<file path="config.mk">
export PLATFORM = sky130hd
export DESIGN_NAME = rsc_state_ctrl
export DESIGN_NICKNAME = d
export VERILOG_FILES = /design/src/hw/rsc_pkg.sv /design/src/hw/rsc_state_ctrl.sv /design/src/hw/rsc_button_qual.sv
export SDC_FILE = /design/constraint.sdc
export NUM_CORES = 1
export LEC_CHECK = 0
export BUFFER_PORTS_ARGS = -buffer_cell sky130_fd_sc_hd__buf_2
export CAP_MARGIN = 5
export CORE_ASPECT_RATIO = 1.4
export CORE_MARGIN = 5
export CORE_UTILIZATION = 35
export CTS_CLUSTER_SIZE = 12
export DETAILED_ROUTE_END_ITERATION = 8
export GPL_TIMING_DRIVEN = 0
export SKIP_CTS_REPAIR_TIMING = 1
export SLEW_MARGIN = 25
export SYNTH_ARGS = -nofsm -noshare
export SYNTH_HDL_FRONTEND = slang
export SYNTH_HIERARCHICAL = 1
export SYNTH_SLANG_ARGS = --single-unit
</file>
<file path="constraint.sdc">
create_clock -name clock -period 5.75 [get_ports clock]
set_clock_uncertainty 0.15 [all_clocks]
set_input_delay 0.575 -clock clock [delete_from_list [all_inputs] [get_ports clock]]
set_output_delay 0.575 -clock clock [all_outputs]
set_load 0.005 [all_outputs]
</file>
<file path="src/hw/rsc_pkg.sv">
package rsc_pkg;

  // ----------------------------------------------------------------
  // Redundancy states
  // ----------------------------------------------------------------
  typedef enum logic [2:0] {
    RSC_NOT_CONFIGURED,
    RSC_STARTING,
    RSC_ACTIVE,
    RSC_STANDBY,
    RSC_INACTIVE
  } rsc_state_t;

  // ----------------------------------------------------------------
  // Timing
  // ----------------------------------------------------------------
  localparam int unsigned CLOCK_HZ         = 40_000_000;
  localparam int unsigned BUTTON_HOLD_MS   = 1000;
  localparam int unsigned BUTTON_HOLD_CYC  =
    BUTTON_HOLD_MS * (CLOCK_HZ / 1000);
  localparam int unsigned ACTIVE_GUARD_MS  = 2000;
  localparam int unsigned ACTIVE_GUARD_CYC =
    ACTIVE_GUARD_MS * (CLOCK_HZ / 1000);

  // Qualifying times, counted in main task cycles
  localparam int unsigned QUAL_TASKS_A     = 8;
  localparam int unsigned QUAL_TASKS_B     = 16;
  localparam int unsigned UNKNOWN_TASKS    = 8;
  localparam int unsigned DUAL_TASKS_A     = 8;
  localparam int unsigned DUAL_TASKS_B     = 4;
  localparam int unsigned DATA_FAIL_TASKS  = 4;
  localparam int unsigned DIAG_FAIL_TASKS  = 2;
  localparam int unsigned TASK_CNT_W       = 5;

  // Button indices
  localparam int unsigned BTN_STANDBY      = 0;
  localparam int unsigned BTN_INACTIVE     = 1;
  localparam int unsigned BTN_TURN_ON      = 2;
  localparam int unsigned BTN_COUNT        = 3;

endpackage

</file>
<file path="src/hw/rsc_state_ctrl.sv">
// Functional notes
// - Starting: missing link module or internal fault
// - Starting: peer Active, sync impossible
// - Starting: peer unknown, fieldbus/keepalive shows Active
// - Starting: vital Ethernet link loss
// - Starting: peer non-Active qualified; B waits longer
// - Starting: peer unknown, no traffic, Active plus relay
// - Starting: peer Active, sync working, Stand-by
// - Active/Inactive: power-off, restart or stop go Not-Configured; Stand-by not on stop
// - Inactive: stand-by press, Not-Configured with request
// - Active: link module lost, peer was Stand-by
// - Active: both channels lost internally, peer was Stand-by
// - Active: fieldbus uncontrolled, peer Stand-by
// - Active: total vital Ethernet failure, peer Stand-by
// - Dual Active: unit B yields differently
// - Active: stand-by press with peer Stand-by
// - Stand-by: project differs, Not-Configured with request
// - Stand-by: incompatible firmware, Not-Configured
// - Stand-by: inactive press or link module lost
// - Stand-by: sync failed four, diagnostics two
// - Stand-by: fieldbus or Ethernet vital failure
// - Stand-by: peer known non-Active, or both lost
// - First two seconds: only power-off, restart, stop or conflict
// - Ordered evaluation, first true condition wins
// - Off or task stopped means Not-Configured
// - Button held one second alone
// - Not-Configured to Starting on request or press
`timescale 1ns/1ps
module rsc_state_ctrl #(
  parameter int unsigned GUARD_CYC = rsc_pkg::ACTIVE_GUARD_CYC,
  parameter int unsigned HOLD_CYC  = rsc_pkg::BUTTON_HOLD_CYC
) (
  // Clock and reset
  input  wire logic        clock,
  input  wire logic        reset_n,
  // Unit identity and run status
  input  wire logic        isUnitB,
  input  wire logic        unitOn,
  input  wire logic        taskRunning,
  input  wire logic        taskTick,
  input  wire logic        restartReq,
  input  wire logic        stopMode,
  // Peer reports over sync_channel_a / sync_channel_b
  input  wire logic        peerKnown,
  input  wire logic        peerActive,
  input  wire logic        peerStandby,
  input  wire logic        peerWasStandby,
  input  wire logic        chanAFail,
  input  wire logic        chanBFail,
  input  wire logic        chanInternalFault,
  // Synchronization services
  input  wire logic        dataSyncOk,
  input  wire logic        forceSyncOk,
  input  wire logic        diagSyncOk,
  input  wire logic        projectDiffers,
  input  wire logic        projectSyncDisabled,
  input  wire logic        firmwareIncompat,
  // Redundancy link module health
  input  wire logic        linkModuleOk,
  // Vital fieldbus and Ethernet monitors
  input  wire logic        fieldbusTrafficSeen,
  input  wire logic        fieldbusAllMonitored,
  input  wire logic        fieldbusAllControlled,
  input  wire logic        keepAlivePeerActive,
  input  wire logic        ethLinkLossAny,
  input  wire logic        ethTotalFail,
  // Operator panel
  input  wire logic [2:0]  panelButtons,
  // State and relay
  output rsc_pkg::rsc_state_t state,
  output logic             peerOffRelay,
  output logic             activeRecent,
  output logic             configPending
);
  import rsc_pkg::*;

  // ----------------------------------------------------------------
  // Button qualification
  // ----------------------------------------------------------------
  logic [BTN_COUNT-1:0] btnPulse;   // Accepted presses, one cycle
  logic [BTN_COUNT-1:0] btnSeen_r;  // Held until next task cycle

  rsc_button_qual #(
    .HOLD_CYC (HOLD_CYC)
  ) uButtons (
    .clock       (clock),
    .reset_n     (reset_n),
    .buttonRaw   (panelButtons),
    .buttonPulse (btnPulse)
  );

  // Presses land between task ticks; latch them for the next one
  always_ff @(posedge clock or negedge reset_n) begin
    if (!reset_n) begin
      btnSeen_r <= '0;
    end else if (taskTick) begin
      btnSeen_r <= '0;  // Tick uses btnPulse directly, never twice
    end else begin
      btnSeen_r <= btnSeen_r | btnPulse;
    end
  end

  logic pressStandby;   // Qualified stand-by press this tick
  logic pressInactive;  // Qualified inactive press this tick
  assign pressStandby  = btnSeen_r[BTN_STANDBY]  | btnPulse[BTN_STANDBY];
  assign pressInactive = btnSeen_r[BTN_INACTIVE] |
                         btnPulse[BTN_INACTIVE];

  // ----------------------------------------------------------------
  // Active guard timer
  // ----------------------------------------------------------------
  localparam int GW = $clog2(GUARD_CYC + 1);
  logic [GW-1:0] guardCnt_r;  // Counts down after entering Active
  logic          inGuard;     // Still within the first two seconds

  rsc_state_t state_r;    // Current redundancy state
  rsc_state_t state_nxt;  // Decided state for this tick

  assign inGuard = (guardCnt_r != '0);

  // Restarts on every entry into Active
  always_ff @(posedge clock or negedge reset_n) begin
    if (!reset_n) begin
      guardCnt_r <= '0;
    end else if (taskTick && state_nxt == RSC_ACTIVE &&
                 state_r != RSC_ACTIVE) begin
      guardCnt_r <= GW'(GUARD_CYC);
    end else if (state_r == RSC_ACTIVE && inGuard) begin
      guardCnt_r <= guardCnt_r - GW'(1);
    end else if (state_r != RSC_ACTIVE) begin
      guardCnt_r <= '0;
    end
  end

  // ----------------------------------------------------------------
  // Per-task qualification counters
  // ----------------------------------------------------------------
  logic [TASK_CNT_W-1:0] nonActCnt_r;   // Peer non-Active streak
  logic [TASK_CNT_W-1:0] unknownCnt_r;  // Peer unknown streak
  logic [TASK_CNT_W-1:0] dualCnt_r;     // Both Active streak
  logic [TASK_CNT_W-1:0] dataFail_r;    // Data/force sync failures
  logic [TASK_CNT_W-1:0] diagFail_r;    // Diagnostics sync failures

  logic condNonAct;   // Peer known and not Active
  logic condUnknown;  // Peer unknown, no vital traffic
  logic condDual;     // Both units Active
  logic condDataBad;  // Data or forcing list not synced
  assign condNonAct  = peerKnown && !peerActive;
  assign condUnknown = !peerKnown && !fieldbusTrafficSeen;
  assign condDual    = state_r == RSC_ACTIVE && peerKnown && peerActive;
  assign condDataBad = !(dataSyncOk && forceSyncOk);

  // Saturating streak update, once per task cycle
  function automatic logic [TASK_CNT_W-1:0] streak(
    input logic                  cond,
    input logic [TASK_CNT_W-1:0] cnt
  );
    if (!cond) begin
      return '0;
    end else if (cnt == '1) begin
      return cnt;
    end
    return cnt + TASK_CNT_W'(1);
  endfunction

  // Streaks only advance on main task ticks
  always_ff @(posedge clock or negedge reset_n) begin
    if (!reset_n) begin
      nonActCnt_r  <= '0;
      unknownCnt_r <= '0;
      dualCnt_r    <= '0;
      dataFail_r   <= '0;
      diagFail_r   <= '0;
    end else if (!unitOn || !taskRunning) begin
      nonActCnt_r  <= '0;
      unknownCnt_r <= '0;
      dualCnt_r    <= '0;
      dataFail_r   <= '0;
      diagFail_r   <= '0;
    end else if (taskTick) begin
      nonActCnt_r  <= streak(condNonAct, nonActCnt_r);
      unknownCnt_r <= streak(condUnknown, unknownCnt_r);
      dualCnt_r    <= streak(condDual, dualCnt_r);
      dataFail_r   <= streak(condDataBad && peerActive, dataFail_r);
      diagFail_r   <= streak(!diagSyncOk && peerActive, diagFail_r);
    end
  end

  // Unit B qualifies longer to start, yields differently
  logic nonActQual;  // Peer non-Active long enough
  logic unknownQual; // Peer unknown long enough
  logic dualQual;    // Conflict held long enough to yield
  // Limit minus one: the count excludes this tick, so the Nth tick qualifies
  assign nonActQual  = condNonAct && nonActCnt_r >=
    (isUnitB ? TASK_CNT_W'(QUAL_TASKS_B - 1) : TASK_CNT_W'(QUAL_TASKS_A - 1));
  assign unknownQual = condUnknown &&
    unknownCnt_r >= TASK_CNT_W'(UNKNOWN_TASKS - 1);
  assign dualQual    = condDual && dualCnt_r >=
    (isUnitB ? TASK_CNT_W'(DUAL_TASKS_B - 1) : TASK_CNT_W'(DUAL_TASKS_A - 1));

  logic bothChanLost;  // Neither sync channel works
  assign bothChanLost = chanAFail && chanBFail;

  // ----------------------------------------------------------------
  // Transition decision
  // ----------------------------------------------------------------
  logic relayOn_nxt;  // Switch the peer off on this transition
  logic reqSet_nxt;   // Raise a configuration request
  logic goDown;       // Power-off or restart
  assign goDown = !unitOn || restartReq;

  // Each branch tests conditions in order; first hit wins
  always_comb begin
    state_nxt   = state_r;
    relayOn_nxt = 1'b0;
    reqSet_nxt  = 1'b0;
    unique case (state_r)
      RSC_NOT_CONFIGURED: begin
        // Hold while the Active peer runs another project
        if (peerActive && projectDiffers && !projectSyncDisabled) begin
          state_nxt = RSC_NOT_CONFIGURED;
        end else if (configPending || pressStandby) begin
          state_nxt = RSC_STARTING;
        end
      end
      RSC_STARTING: begin
        if (!linkModuleOk || (bothChanLost || chanAFail || chanBFail)
            && chanInternalFault) begin
          state_nxt = RSC_INACTIVE;
        end else if (peerKnown && peerActive &&
                     (!dataSyncOk || !forceSyncOk)) begin
          state_nxt = RSC_INACTIVE;
        end else if (!peerKnown &&
                     (fieldbusTrafficSeen || keepAlivePeerActive)) begin
          state_nxt = RSC_INACTIVE;
        end else if (ethLinkLossAny) begin
          state_nxt = RSC_INACTIVE;
        end else if (nonActQual) begin
          state_nxt = RSC_ACTIVE;
        end else if (unknownQual) begin
          state_nxt   = RSC_ACTIVE;
          relayOn_nxt = 1'b1;
        end else if (peerKnown && peerActive) begin
          state_nxt = RSC_STANDBY;
        end
      end
      RSC_INACTIVE: begin
        if (goDown || stopMode) begin
          state_nxt = RSC_NOT_CONFIGURED;
        end else if (pressStandby) begin
          // Applies even with differing projects when unsynced
          state_nxt  = RSC_NOT_CONFIGURED;
          reqSet_nxt = 1'b1;
        end
      end
      RSC_ACTIVE: begin
        if (goDown || stopMode) begin
          state_nxt = RSC_NOT_CONFIGURED;
        end else if (!inGuard && !linkModuleOk && peerWasStandby) begin
          state_nxt = RSC_INACTIVE;
        end else if (!inGuard && bothChanLost && chanInternalFault &&
                     peerWasStandby) begin
          state_nxt = RSC_INACTIVE;
        end else if (!inGuard && !fieldbusAllControlled &&
                     peerStandby) begin
          state_nxt = RSC_INACTIVE;
        end else if (!inGuard && ethTotalFail && peerStandby) begin
          state_nxt = RSC_INACTIVE;
        end else if (dualQual) begin
          state_nxt = RSC_STANDBY;
        end else if (!inGuard && pressStandby && peerStandby) begin
          state_nxt = RSC_STANDBY;
        end
      end
      RSC_STANDBY: begin
        if (goDown) begin
          state_nxt = RSC_NOT_CONFIGURED;
        end else if (peerActive && projectDiffers &&
                     !projectSyncDisabled) begin
          state_nxt  = RSC_NOT_CONFIGURED;
          reqSet_nxt = 1'b1;
        end else if (peerActive && firmwareIncompat) begin
          state_nxt = RSC_NOT_CONFIGURED;
        end else if (!linkModuleOk || pressInactive) begin
          state_nxt = RSC_INACTIVE;
        end else if (peerActive &&
                     ((condDataBad &&
                       dataFail_r >= TASK_CNT_W'(DATA_FAIL_TASKS - 1)) ||
                      (!diagSyncOk &&
                       diagFail_r >= TASK_CNT_W'(DIAG_FAIL_TASKS - 1)))) begin
          state_nxt = RSC_INACTIVE;
        end else if (peerActive &&
                     (!fieldbusAllMonitored || ethLinkLossAny)) begin
          state_nxt = RSC_INACTIVE;
        end else if (bothChanLost) begin
          state_nxt   = RSC_ACTIVE;
          relayOn_nxt = 1'b1;
        end else if (condNonAct) begin
          state_nxt = RSC_ACTIVE;
        end
      end
      default: begin
        state_nxt = RSC_NOT_CONFIGURED;  // Illegal code recovers
      end
    endcase
  end

  // ----------------------------------------------------------------
  // State register
  // ----------------------------------------------------------------
  // Updated only on task ticks; off or stopped task forces reset
  always_ff @(posedge clock or negedge reset_n) begin
    if (!reset_n) begin
      state_r <= RSC_NOT_CONFIGURED;
    end else if (!unitOn || !taskRunning) begin
      state_r <= RSC_NOT_CONFIGURED;
    end else if (taskTick) begin
      state_r <= state_nxt;
    end
  end

  // Request set by a stand-by press in Inactive or a project mismatch in Stand-by; power-on sets it
  always_ff @(posedge clock or negedge reset_n) begin
    if (!reset_n) begin
      configPending <= 1'b1;
    end else if (!unitOn) begin
      configPending <= 1'b1;  // Next power-up starts configuring
    end else if (taskTick && taskRunning) begin
      if (reqSet_nxt) begin
        configPending <= 1'b1;  // Set wins over consumption
      end else if (state_r == RSC_NOT_CONFIGURED &&
                   state_nxt == RSC_STARTING) begin
        configPending <= 1'b0;
      end
    end
  end

  // Relay stays on while Active once it switched the peer off
  always_ff @(posedge clock or negedge reset_n) begin
    if (!reset_n) begin
      peerOffRelay <= 1'b0;
    end else if (!unitOn || !taskRunning) begin
      peerOffRelay <= 1'b0;
    end else if (taskTick) begin
      if (relayOn_nxt) begin
        peerOffRelay <= 1'b1;
      end else if (state_nxt != RSC_ACTIVE) begin
        peerOffRelay <= 1'b0;
      end
    end
  end

  assign state        = state_r;
  assign activeRecent = (state_r == RSC_ACTIVE) && inGuard;

endmodule

</file>
<file path="src/hw/rsc_button_qual.sv">
`timescale 1ns/1ps
module rsc_button_qual #(
  parameter int unsigned HOLD_CYC = rsc_pkg::BUTTON_HOLD_CYC
) (
  // Clock and reset
  input  wire logic                         clock,
  input  wire logic                         reset_n,
  // Raw panel buttons
  input  wire logic [rsc_pkg::BTN_COUNT-1:0] buttonRaw,
  // One pulse per accepted press
  output logic      [rsc_pkg::BTN_COUNT-1:0] buttonPulse
);
  import rsc_pkg::*;

  // ----------------------------------------------------------------
  // Per-button hold counters
  // ----------------------------------------------------------------
  localparam int CW = $clog2(HOLD_CYC + 1);

  genvar g;
  generate
    for (g = 0; g < BTN_COUNT; g++) begin : gBtn
      logic [CW-1:0] holdCnt_r;  // Cycles held alone
      logic          alone;      // Only this button pressed
      assign alone = buttonRaw[g] &&
        (buttonRaw == (BTN_COUNT'(1) << g));

      // Count while held alone; any other button restarts it
      always_ff @(posedge clock or negedge reset_n) begin
        if (!reset_n) begin
          holdCnt_r <= '0;
        end else if (!alone) begin
          holdCnt_r <= '0;
        end else if (holdCnt_r < CW'(HOLD_CYC)) begin
          holdCnt_r <= holdCnt_r + CW'(1);
        end
      end

      // Fires once when the hold time is reached
      always_ff @(posedge clock or negedge reset_n) begin
        if (!reset_n) begin
          buttonPulse[g] <= 1'b0;
        end else begin
          buttonPulse[g] <= alone &&
            (holdCnt_r == CW'(HOLD_CYC - 1));
        end
      end
    end
  endgenerate

endmodule

</file>
* Word level (Yosys, flattened, before mapping) *
Cells that the tools add are included.

storage, ports and cells
  bits in registers = 141
  input port bits = 31
  output and inout port bits = 6
  word-level logic and storage cells = 255

cells by class
  $add $sub $neg = 9
  order comparisons = 8
  eq/ne operators = 29
  muxes and demuxes = 108
  bitwise operators = 3
  reductions and logical operators = 82

operator list
  operator               number
  $mux 26                6
  $mux 5                 20
  $mux 3                 30
  $mux 27                3
  $add 26x1->26 const B  3
  $eq 26x26->1 const B   3
  $lt 26x26->1 const B   3
  $mux 1                 45
  $logic_and 1x1->1      44
  $reduce_bool 27->1     1
  $sub 27x1->27 const B  1
  $add 5x1->5 const B    5
  $eq 5x5->1 const B     5
  $ne 4x3->1 const B     5
  $pmux 3 s5             1
  $logic_not 1->1        14
  $reduce_and 2->1       7
  $eq 3x2->1 const B     4
  $logic_or 1x1->1       12
  $eq 3x1->1 const B     3
  $eq 3x3->1 const B     2
  $ne 2x2->1 const B     3
  $ne 3x2->1 const B     2
  $reduce_bool 3->1      2
  other kinds (13)       15

* Logic depth before layout (Yosys ltp) *
Gate-level depths: netlist of the first run.

  depth in word-level cells = 18
  depth in mapped cells = 9
  mapped depth without buffers = 9

* Cells and area by module *
Netlist of the first run, hierarchy kept.

by module, submodules not included
  module           times used  cells each  area each (sq um)  sequential area each (sq um)
  rsc_button_qual  1           483         4499.3             2026.9
  rsc_state_ctrl   1           431         3731.1             1477.7

* Least setup slack after synthesis of the first run *
No wires, ideal clock.

  path kind = register to register
  start point = reg guardCnt_r[3]
  end point = reg guardCnt_r[13]
  setup time = 0.138 ns
  arrival = 2.031 ns
  data required time = 5.462 ns
  path slack = 3.431 ns
  cell stages (with the launch flop) = 8
  buffers on the path = 1
  period minus slack after synthesis = 2.319 ns
  path through = dfrtp_1 > nor4_4 > nand3_2 > or4_1 > a211o_1 > o2111ai_2 > buf_6 > o22ai_1

on the way
  cells in the longest elaborated chain, start to end = 16
  elaborated cells between the ends (all ways) = 29
  those cells by class = add/sub: 1; eq/ne: 1; mux: 10; reduce/logical: 17

RTL lines
  element                                                        line                   RTL
  from (decl)                                                    rsc_state_ctrl.sv:113  logic [GW-1:0] guardCnt_r;
  from (signal assigned)                                         rsc_state_ctrl.sv:127  guardCnt_r <= GW'(GUARD_CYC);
  from (signal assigned)                                         rsc_state_ctrl.sv:129  guardCnt_r <= guardCnt_r - GW'(1);
  $reduce_bool 27->1                                             rsc_state_ctrl.sv:119  assign inGuard = (guardCnt_r != '0);
  $logic_not 1->1                                                -
  $logic_and 1x1->1 (2 in series)                                rsc_state_ctrl.sv:271  end else if (!inGuard && pressStandby && peerStandby) begin
  $mux 3                                                         rsc_state_ctrl.sv:271
  $mux 3                                                         rsc_state_ctrl.sv:269  end else if (dualQual) begin
  $mux 3                                                         rsc_state_ctrl.sv:267  end else if (!inGuard && ethTotalFail && peerStandby) begin
  $mux 3                                                         rsc_state_ctrl.sv:264  end else if (!inGuard && !fieldbusAllControlled &&
  $mux 3                                                         rsc_state_ctrl.sv:261  end else if (!inGuard && bothChanLost && chanInternalFault &&
  $mux 3                                                         rsc_state_ctrl.sv:259  end else if (!inGuard && !linkModuleOk && peerWasStandby) begin
  $mux 3                                                         rsc_state_ctrl.sv:257  if (goDown || stopMode) begin
  $pmux 3 s5                                                     rsc_state_ctrl.sv:217  unique case (state_r)
  $eq 3x2->1                                                     rsc_state_ctrl.sv:125  end else if (taskTick && state_nxt == RSC_ACTIVE &&
  $logic_and 1x1->1 (2 in series)                                rsc_state_ctrl.sv:125
  $reduce_bool 3->1 (no line) / $mux 27 (equally long branches)  -

Several ways; a longest one is shown, not always the timed one.
A chain may end at the register's enable or synchronous reset.

* Worst setup path after layout of the first run *
  start point = reg guardCnt_r[13]
  end point = out activeRecent

on the way
  cells in the longest elaborated chain, start to end = 2

RTL lines
  element             line                   RTL
  $reduce_bool 27->1  rsc_state_ctrl.sv:119
  $logic_and 1x1->1   rsc_state_ctrl.sv:354  assign activeRecent = (state_r == RSC_ACTIVE) && inGuard;
  to (decl)           rsc_state_ctrl.sv:72   output logic activeRecent,

No other way between the ends.

==> results of run 1 <==
==> power groups by stage <==
stage	logic, W	clock network, W	registers (W)
detailed placement	0.00214	0	0.000940
global route	0.00289	0.00117	0.000963
floorplan	0.00176	0	0.000923
finish	0.00215	0.00111	0.000927
global placement	0.00213	0	0.000939
CTS	0.00216	0.00113	0.000927
==> through the flow <==
step	utilization [%]	total power (W)	cells	setup slack [ps]
2_1_floorplan	-	0.002684	742	3431
3_3_place_gp	38.39	0.003071	1020	2438
3_5_place_dp	38.59	0.003081	1021	2946
4_1_cts	41.92	0.004223	1052	2494
5_1_grt	41.98	0.005017	1053	2368
6_report	41.98	0.004185	1053	2498
==> state kept, by name (all words and copies together), names as in the netlist <==
signal,count
uButtons/gBtn.holdCnt_r,52
guardCnt_r,27
dataFail_r,5
diagFail_r,5
dualCnt_r,5
nonActCnt_r,5
unknownCnt_r,5
state,3
btnSeen_r,2
uButtons/buttonPulse,2
configPending,1
peerOffRelay,1
==> worst min-delay path, delay by kind of cell <==
family                 cells  cell delay (ps)
and+or+nand+nor            2              160
buffers and inverters      1              120
AOI/OAI and AO/OA          1               70
==> per-layer routing <==
layer  part of all wire [%]  vias up  global-route usage (%)
li1                       -     2784                       -
met1                     43     2763                   18.00
met2                     51      102                   25.97
met3                    3.7       32                   3.822
met4                    2.7        0                   6.574
met5                      0        -                       0
==> placed cells by master, fill, tap and decap left out, types with 9 or more instances in the layout <==
cell,instances
and3_1,23
ha_1,17
clkbuf_16,17
nor3_1,33
o22ai_1,9
nand4_1,23
nand3_1,35
nor2_1,118
a21oi_1,40
o21ai_0,27
xor2_1,36
xnor2_1,28
buf_2,34
nor3b_1,10
clkbuf_1,18
inv_1,16
nand2_1,61
dfrtp_1,112
==> area by class of cell <==
class | instances | area, um^2
multi-input cells | 587 | 3679
inverters | 16 | 60.06
well taps | 244 | 305.3
fillers | 1843 | 10840
clock buffers | 22 | 494.2
repair buffers | 36 | 217.7
flip-flops and latches | 113 | 2829
clock inverters | 9 | 128.9
plain buffers | 26 | 126.4
==> final timing paths <==
path / start / end / depth (start not counted)
setup / recovery: guardCnt_r[13]$_DFFE_PN0P_ / activeRecent / 7
hold / removal: taskRunning / configPending$_DFFE_PN1P_ / 4
setup reg to reg: guardCnt_r[13]$_DFFE_PN0P_ / guardCnt_r[13]$_DFFE_PN0P_ / 7
hold reg to reg: btnSeen_r[1]$_DFF_PN0_ / btnSeen_r[1]$_DFF_PN0_ / 2
max in group asynchronous: reset_n / configPending$_DFFE_PN1P_ / 3
min in group asynchronous: reset_n / uButtons/gBtn[0].holdCnt_r[19]$_DFFE_PN0P_ / 2
==> qor.yml, run 1 <==
cts:
  cts_root_buffer: "clkbuf_16"
  clkSinkCount: 113
  cts_tree: "done"
  htree_levels: 4
  clkTransAtPathRegs_ps: 60
  cts_buffer_depth: 2
  cts_buffers: 17
  clk_latency_ps: 420
detailed_routing:
  post-route-drc-count: 0
  drt_iter0_drc: 282
  num_vias: 5681
  wl_mm: 16.04
  dr.pass1.iters: 5
  wl_per_cell_um: 15.23
  avgViaCountPerCell: 5.395
  postRouteAntennaNets: 0
grt:
  grt_pass1_vias: 5784
  antenna_found_initial: 0
  grt_max_degree: 69
  grt_pass1_wl_mm: 27.61
  grt_usage_pct: 15.22
  grt_remaining_overflow: 0
pwr:
  clock_power_share_pct: 26.5
  power_frac_seq_pct: 22.1
  comb_power_share_pct: 51.3
  powerDensity_nw_per_um2: 533.8
  p_switching_w: 0.001689
  p_int_w: 0.002496
  peakVddDrop_v: 0.0004600
  p_leak_nw: 3.402
  p_sw_share_pct: 40.35
critical_path:
  regToRegSetupSlack_ps: 3070
  crit_chain: "nor4_2, and3_1, nand3_1, clkbuf_1, nand2_1, inv_1, buf_2"
  cp.arrival_ps: 2530
  slowest_stage: "nor4_2"
  critPathLaunchType: "flip-flop"
  critPathMaxFanout: 10
  cp_slowest_stage_delay_ps: 460
  end_kind: "primary output"
  worstSetupPathType: "reg2out"
  critPathRequiredTime_ps: 5030
  path_buf_inv: 3
  cpLargestDelayFamily: "simple AND/OR/NAND/NOR gates"
floorplanning:
  die_area_um2: 22030
  io-pin-count: 37
  die_y_um: 173.6
  die_w_um: 126.9
  initial_utilization_pct: 35.84
  core.rowCount: 59
  design.core.area_um2: 18680
worst_hold_path:
  hp-class: "in2reg"
placement:
  io_buffer_count: 34
  gp_congestion: 0.8554
  dpl_cell_area_um2: 7207
  hpwlAfterDp_mm: 11.35
synth:
  yosysWarningCount: 6
  postSynthAreaPerCell_um2: 9.021
  synthCells: 742
  syn_area_um2: 6694
  syn_nets: 790
cells_and_area:
  nets: 845
  syn_to_final_growth_pct: 17.12
  diodes: 0
  final_layout_size_suffix_gt1_share_pct: 13.47
  stdcell_area_um2: 7840
sta:
  fmax_mhz: 307.5
  min_period_ps: 3252
  holdWs_ps: 344.2
  rsz0062_at_grt: "no"
  finalSetupViolations: 0
  setup_tns_ps: 0
  worst_pin_slew_ps: 856.3
  slew_headroom_pct: 42.47
  fin_crit_sh_pct: 56.55
  drv_slew: 0
  hold_viol_final: 0
outcome:
  outcome: "complete, no violations"
flow_run:
  maxCapViolations: 0
(Power assumes the default switching activity.)
==> run 2: changes to the inputs <==
==> constraint.sdc (replaced) <==
create_clock -name clock -period 3.05 [get_ports clock]
set_clock_uncertainty 0.15 [all_clocks]
set_input_delay 0.305 -clock clock [delete_from_list [all_inputs] [get_ports clock]]
set_output_delay 0.305 -clock clock [all_outputs]
set_load 0.005 [all_outputs]
==> run 2 against run 1 <==
  * Sequential cell count stayed put
  * First-iteration DRC count is 3.5% higher
  * Register-to-register slack worse by 2700 ps
  * Critical path depth stayed put
  * Combinational power is 77% higher
==> qor.yml, run 2 (synthesis gave the netlist of run 1 again) <==
grt:
  grt_usage_pct: 15.22  # unchanged
  grtUsageMet1_pct: 18.00  # unchanged
  grt_pass1_wl_mm: 27.61  # unchanged
  grtUsageMet2_pct: 25.97  # unchanged
  grt_max_degree: 69  # unchanged
  grt_pass1_vias: 5784  # unchanged
  grt_remaining_overflow: 0  # unchanged
  antenna_found_initial: 0  # unchanged
  use_met3_pct: 3.822  # unchanged
  grt.busiest_layer: "met2"
floorplanning:
  initial_utilization_pct: 35.84  # unchanged
  io-pin-count: 37  # unchanged
  die_area_um2: 22030  # unchanged
  die_y_um: 173.6  # unchanged
  design.core.area_um2: 18680  # unchanged
  die_w_um: 126.9  # unchanged
  core.rowCount: 59  # unchanged
sta:
  fin_crit_sh_pct: 95.37
  hold_viol_final: 0  # unchanged
  min_period_ps: 2909
  worst_pin_slew_ps: 856.3  # -0.004590 ps
  rsz0062_at_grt: "no"
  fmax_mhz: 343.8
  slew_headroom_pct: 42.47  # about the same
  holdWs_ps: 74.60  # -269.6 ps
  finalSetupViolations: 0  # unchanged
  setup_tns_ps: 0  # unchanged
  drv_slew: 0  # unchanged
critical_path:
  startpoint: "guardCnt_r[13]$_DFFE_PN0P_"
  crit_chain: "nor4_2, and3_1, nand3_1, clkbuf_1, nand2_2, inv_1, buf_2"
  slowest_stage: "nor4_2"
  reg2reg_from: "guardCnt_r[13]$_DFFE_PN0P_"
  r2r_end: "guardCnt_r[13]$_DFFE_PN0P_"
  cp_slowest_stage_delay_ps: 460  # about the same
  path_buf_inv: 3  # unchanged
  cpLargestDelayFamily: "simple AND/OR/NAND/NOR gates"
  reg2reg_depth: 7  # unchanged
  regToRegSetupSlack_ps: 370  # -2700 ps
  critPathRequiredTime_ps: 2590  # -2440 ps
  critPathMaxFanout: 10  # unchanged
  critPathLaunchType: "flip-flop"
  worstSetupPathType: "reg2out"
  cp.arrival_ps: 2450  # -80 ps
  end_kind: "primary output"
cts:
  clk_latency_ps: 420  # about the same
  clkTransAtPathRegs_ps: 60  # about the same
  cts_tree: "done"
  cts_buffer_depth: 2  # unchanged
  htree_levels: 4  # unchanged
  cts_root_buffer: "clkbuf_16"
  clkSinkCount: 113  # unchanged
  cts_buffers: 17  # unchanged
detailed_routing:
  avgViaCountPerCell: 5.383  # -0.23%
  postRouteAntennaNets: 0  # unchanged
  drt_iter0_drc: 292  # +3.5%
  wl_mm: 16.07  # +0.18%
  post-route-drc-count: 0  # unchanged
  dr.pass1.iters: 5  # unchanged
  num_vias: 5668  # -0.23%
  wl_per_cell_um: 15.26  # +0.18%
worst_hold_path:
  min-delay-start: "taskRunning"
  hp-class: "in2reg"
  hold_depth: 4  # unchanged
  min_to: "configPending$_DFFE_PN1P_"
placement:
  gp_congestion: 0.8554  # unchanged
  hpwlAfterDp_mm: 11.35  # unchanged
  io_buffer_count: 34  # unchanged
cells_and_area:
  final_layout_size_suffix_gt1_share_pct: 13.60  # +0.12 points
  syn_to_final_growth_pct: 17.16  # about the same
  final_cell_mix: "nor2_1, dfrtp_1, nand2_1, a21oi_1, xor2_1"
  final_common_cell: "nor2_1"
  largest_reg_flops: 52  # unchanged
  seqCellArea_um2: 2829  # unchanged
  nets: 845  # unchanged
  largestRegisters: "uButtons/gBtn.holdCnt_r: 52 flops, guardCnt_r: 27 flops"
  multiInputGateArea_um2: 3681  # about the same
  largest_register: "uButtons/gBtn.holdCnt_r"
  nFillCells: 1843  # unchanged
  diodes: 0  # unchanged
pwr:
  peakVddDrop_v: 0.0008256  # +80%
  powerDensity_nw_per_um2: 972.8  # +82%
  p_leak_nw: 3.403  # about the same
flow_run:
  maxCapViolations: 0  # unchanged
outcome:
  outcome: "complete, no violations"
## run 2: changes by cell type in the layout (fill, tap and decap cells not counted)
cell / previous run / this run
nand2_1: 61 / 60
nand2_2: 0 / 1
## run 2: power by group
part           internal, W  total, W  leakage [nW]  switching, W
Clock              0.00138   0.00209         0.304      0.000705
Sequential         0.00159   0.00174          1.57      0.000142
Combinational      0.00161   0.00380          1.53       0.00219
## run 2: worst max-delay path by stage
stage | to | slack [ps] | depth (start not counted)
2_1_floorplan | guardCnt_r[13]$_DFFE_PN0P_ | 730 | 7
3_3_place_gp | unknownCnt_r[4]$_DFFE_PN0P_ | 8 | 1
3_5_place_dp | guardCnt_r[13]$_DFFE_PN0P_ | 380 | 7
4_1_cts | activeRecent | 60 | 7
5_1_grt | activeRecent | 30 | 7
6_report | activeRecent | 140 | 7
## run 2: layout make-up
| type | instances | share of cell area (%) |
|---|---|---|
| multi-input combinational | 587 | 46.94 |
| sequential | 113 | 36.07 |
| clock buffer | 22 | 6.302 |
| tap | 244 | 3.893 |
| timing repair buffer | 36 | 2.776 |
| clock inverter | 9 | 1.643 |
| buffer | 26 | 1.611 |
| inverter | 16 | 0.7658 |
## run 2: per-layer routing
layer | up-vias | part of all wire [%]
li1 | 2785 | -
met1 | 2758 | 43
met2 | 95 | 51
met3 | 30 | 3.5
met4 | 0 | 2.6
met5 | - | 0
## run 2: tightest hold or removal path, cell delays in order
cell and delay [ps]:
buf_2 120, nand3_1 70, nor2_1 90, a21oi_1 70
## run 2: stage by stage
step | cell area (um^2) | util (%) | setup slack [ps] | cells | total power (W)
finish | 7843 | 41.99 | 141.3 | 1053 | 0.007629
global route | 7843 | 41.99 | 34.22 | 1053 | 0.007866
CTS | 7830 | 41.92 | 63.53 | 1052 | 0.007859
detailed placement | 7207 | 38.59 | 383.7 | 1021 | 0.005705
global placement | 7169 | 38.39 | 7.666 | 1020 | 0.005581
floorplan | 6694 | - | 731.3 | 742 | 0.006423
==> run 3: changes to the inputs <==
--- a/config.mk
+++ b/config.mk
@@ -9,10 +9,12 @@
 export CAP_MARGIN = 5
 export CORE_ASPECT_RATIO = 1.4
 export CORE_MARGIN = 5
-export CORE_UTILIZATION = 35
+export CORE_UTILIZATION = 50
 export CTS_CLUSTER_SIZE = 12
 export DETAILED_ROUTE_END_ITERATION = 8
 export GPL_TIMING_DRIVEN = 0
+export PLACE_DENSITY = 0.67
+export RECOVER_POWER = 100
 export SKIP_CTS_REPAIR_TIMING = 1
 export SLEW_MARGIN = 25
 export SYNTH_ARGS = -nofsm -noshare
==> run 3 against run 2 <==
  * Global-route usage increased by 5.9 points
  * Largest power group unchanged
  * Clock power shrank 5%
  * Die area fell by 28%
  * Via count grew 0.65%
  * Sequential share of layout area increased by 1.2 points
  * Critical endpoint is now uButtons/gBtn[0].holdCnt_r[17]$_DFFE_PN0P_
==> qor.yml, run 3 (synthesis gave the netlist of run 1 again) <==
grt:
  grt_pass1_wl_mm: 27.33  # -1.0%
  antenna_found_initial: 0  # unchanged
  grt_remaining_overflow: 0  # unchanged
  grt_max_degree: 69  # unchanged
  grt_usage_pct: 21.09  # +5.9 points
  grt_pass1_vias: 5836  # +0.90%
critical_path:
  critPathRequiredTime_ps: 3170  # +580 ps
  r2r_end: "uButtons/gBtn[0].holdCnt_r[17]$_DFFE_PN0P_"
  startpoint: "uButtons/gBtn[0].holdCnt_r[19]$_DFFE_PN0P_"
  critPathMaxFanout: 10  # unchanged
  reg2reg_depth: 7  # unchanged
  critPathLaunchType: "flip-flop"
  cpLargestDelayFamily: "simple AND/OR/NAND/NOR gates"
  crit_chain: "or3_1, or2_2, a21oi_1, clkbuf_1, nand4_1, xor2_1, nor2_1"
  end_kind: "flip-flop"
  worstSetupPathType: "reg2reg"
  slowest_stage: "a21oi_1"
  cp_slowest_stage_delay_ps: 510  # +50 ps
  endpoint: "uButtons/gBtn[0].holdCnt_r[17]$_DFFE_PN0P_"
  cp.depth: 7  # unchanged
  path_buf_inv: 1  # -2
  reg2reg_from: "uButtons/gBtn[0].holdCnt_r[19]$_DFFE_PN0P_"
  regToRegSetupSlack_ps: 220  # -150 ps
  cp.arrival_ps: 2950  # +500 ps
placement:
  gp_congestion: 0.8942  # +4.5%
  dp_slack_ps: 410.3  # +26.66 ps
  io_buffer_count: 34  # unchanged
  hpwlAfterDp_mm: 11.16  # -1.7%
sta:
  setup_tns_ps: 0  # unchanged
  fin_crit_sh_pct: 92.85  # -2.5 points
  worst_pin_slew_ps: 1153  # +297.0 ps
  min_period_ps: 2832  # -76.85 ps
  setup_ws_ps: 218.2  # +76.85 ps
  slew_headroom_pct: 23.11  # -19 points
  rsz0062_at_grt: "no"
  drv_slew: 0  # unchanged
  hold_viol_final: 0  # unchanged
  fmax_mhz: 353.1  # +2.7%
  finalSetupViolations: 0  # unchanged
cts:
  clk_latency_ps: 410  # about the same
  clkSinkCount: 113  # unchanged
  clkTransAtPathRegs_ps: 60  # about the same
  cts_tree: "done"
  cts_buffers: 17  # unchanged
  cts_buffer_depth: 2  # unchanged
  cts_root_buffer: "clkbuf_16"
  htree_levels: 4  # unchanged
floorplanning:
  die_area_um2: 15830  # -28%
  core.rowCount: 50  # -15%
  die_y_um: 146.9  # -15%
  design.core.area_um2: 13260  # -29%
  initial_utilization_pct: 50.47  # +15 points
  die_w_um: 107.8  # -15%
  io-pin-count: 37  # unchanged
cells_and_area:
  final_common_cell: "nor2_1"
  diodes: 0  # unchanged
  syn_to_final_growth_pct: 13.51
  final_cell_mix: "nor2_1, dfrtp_1, nand2_1, a21oi_1, nand3_1"
  largest_reg_flops: 52  # unchanged
  nets: 845  # unchanged
  final_layout_size_suffix_gt1_share_pct: 10.52  # -3.1 points
  nFillCells: 1233  # -33%
  largest_register: "uButtons/gBtn.holdCnt_r"
  largestRegisters: "uButtons/gBtn.holdCnt_r: 52 flops, guardCnt_r: 27 flops"
pwr:
  power_w: 0.007239  # -5.1%
  comb_power_share_pct: 48.8  # -1.0 points
  p_int_w: 0.004375  # -4.6%
  p_leak_nw: 3.327  # -2.2%
  p_switching_w: 0.002864  # -5.8%
  power_frac_seq_pct: 23.8  # +1.0 points
  powerDensity_nw_per_um2: 952.7  # -2.1%
  peakVddDrop_v: 0.0007088  # -14%
  clock_power_share_pct: 27.4  # about the same
  p_sw_share_pct: 39.56  # -0.29 points
worst_hold_path:
  hp-class: "in2reg"
detailed_routing:
  dr.pass1.iters: 4  # -1
  num_vias: 5705  # +0.65%
  drt_iter0_drc: 256  # -12%
  wl_mm: 15.80  # -1.7%
  post-route-drc-count: 0  # unchanged
  postRouteAntennaNets: 0  # unchanged
  avgViaCountPerCell: 5.763  # +7.1%
  wl_per_cell_um: 15.96  # +4.6%
flow_run:
  maxCapViolations: 0  # unchanged
outcome:
  outcome: "complete, no violations"
==> run 3: changes by cell type in the layout (fill, tap and decap cells not counted), sizes merged <==
cell,previous run,this run
clkbuf,41,54
buf,42,33
clkinv,4,1
bufinv,3,2
clkinvlp,2,1
==> run 3: stage by stage <==
| stage | instances | utilization [%] | instance area [um^2] | hold slack, ps |
|---|---|---|---|---|
| after global routing | 990 | 57.29 | 7599 | 97.22 |
| after global placement | 958 | 53.47 | 7092 | 328.8 |
| final | 990 | 57.29 | 7599 | 92.82 |
| after detailed placement | 959 | 53.73 | 7126 | 119.7 |
| after floorplan | 742 | - | 6694 | -140.6 |
| after CTS | 989 | 58.19 | 7717 | -317.0 |
==> run 3: tightest hold or removal path, stage by stage <==
cell,delay (ps)
buf_2,110
nand3_1,70
nor2_1,90
a21oi_1,70
==> run 3: cell type report <==
cell class,count,area (um^2),share of cell area (%)
tap,182,227.7,2.997
sequential,113,2829,37.23
inverter,16,60.06,0.7904
clock inverter,4,72.57,0.9550
clock buffer,26,519.2,6.834
buffer,26,117.6,1.548
multi-input combinational,587,3588,47.23
timing repair buffer,36,183.9,2.421
==> run 3: how the worst min path moves through the flow <==
stage / startpoint / end / slack [ps] / depth (start not counted)
after floorplan: reset_n / btnSeen_r[0]$_DFF_PN0_ / -140 / 0
after global placement: btnSeen_r[1]$_DFF_PN0_ / btnSeen_r[1]$_DFF_PN0_ / 330 / 2
after detailed placement: reset_n / unknownCnt_r[4]$_DFFE_PN0P_ / 120 / 1
after CTS: reset_n / unknownCnt_r[4]$_DFFE_PN0P_ / -320 / 1
after global routing: stopMode / state[2]$_DFFE_PN0P_ / 100 / 4
final: taskRunning / configPending$_DFFE_PN1P_ / 90 / 4
==> run 3: metal layers <==
layer | up-vias | share of wire [%] | track usage, %
met5 | - | 0 | 0
met1 | 2812 | 43 | 25.41
li1 | 2781 | - | -
met4 | 0 | 2.0 | 9.918
met3 | 24 | 2.9 | 3.868
met2 | 88 | 52 | 36.08
==> run 3: power groups by stage <==
stage | combinational (W) | sequential, W | clock, W
after floorplan | 0.00460 | 0.00183 | 0
after global placement | 0.00376 | 0.00176 | 0
after detailed placement | 0.00372 | 0.00176 | 0
after CTS | 0.00386 | 0.00174 | 0.00201
after global routing | 0.00351 | 0.00171 | 0.00208
final | 0.00353 | 0.00172 | 0.00198
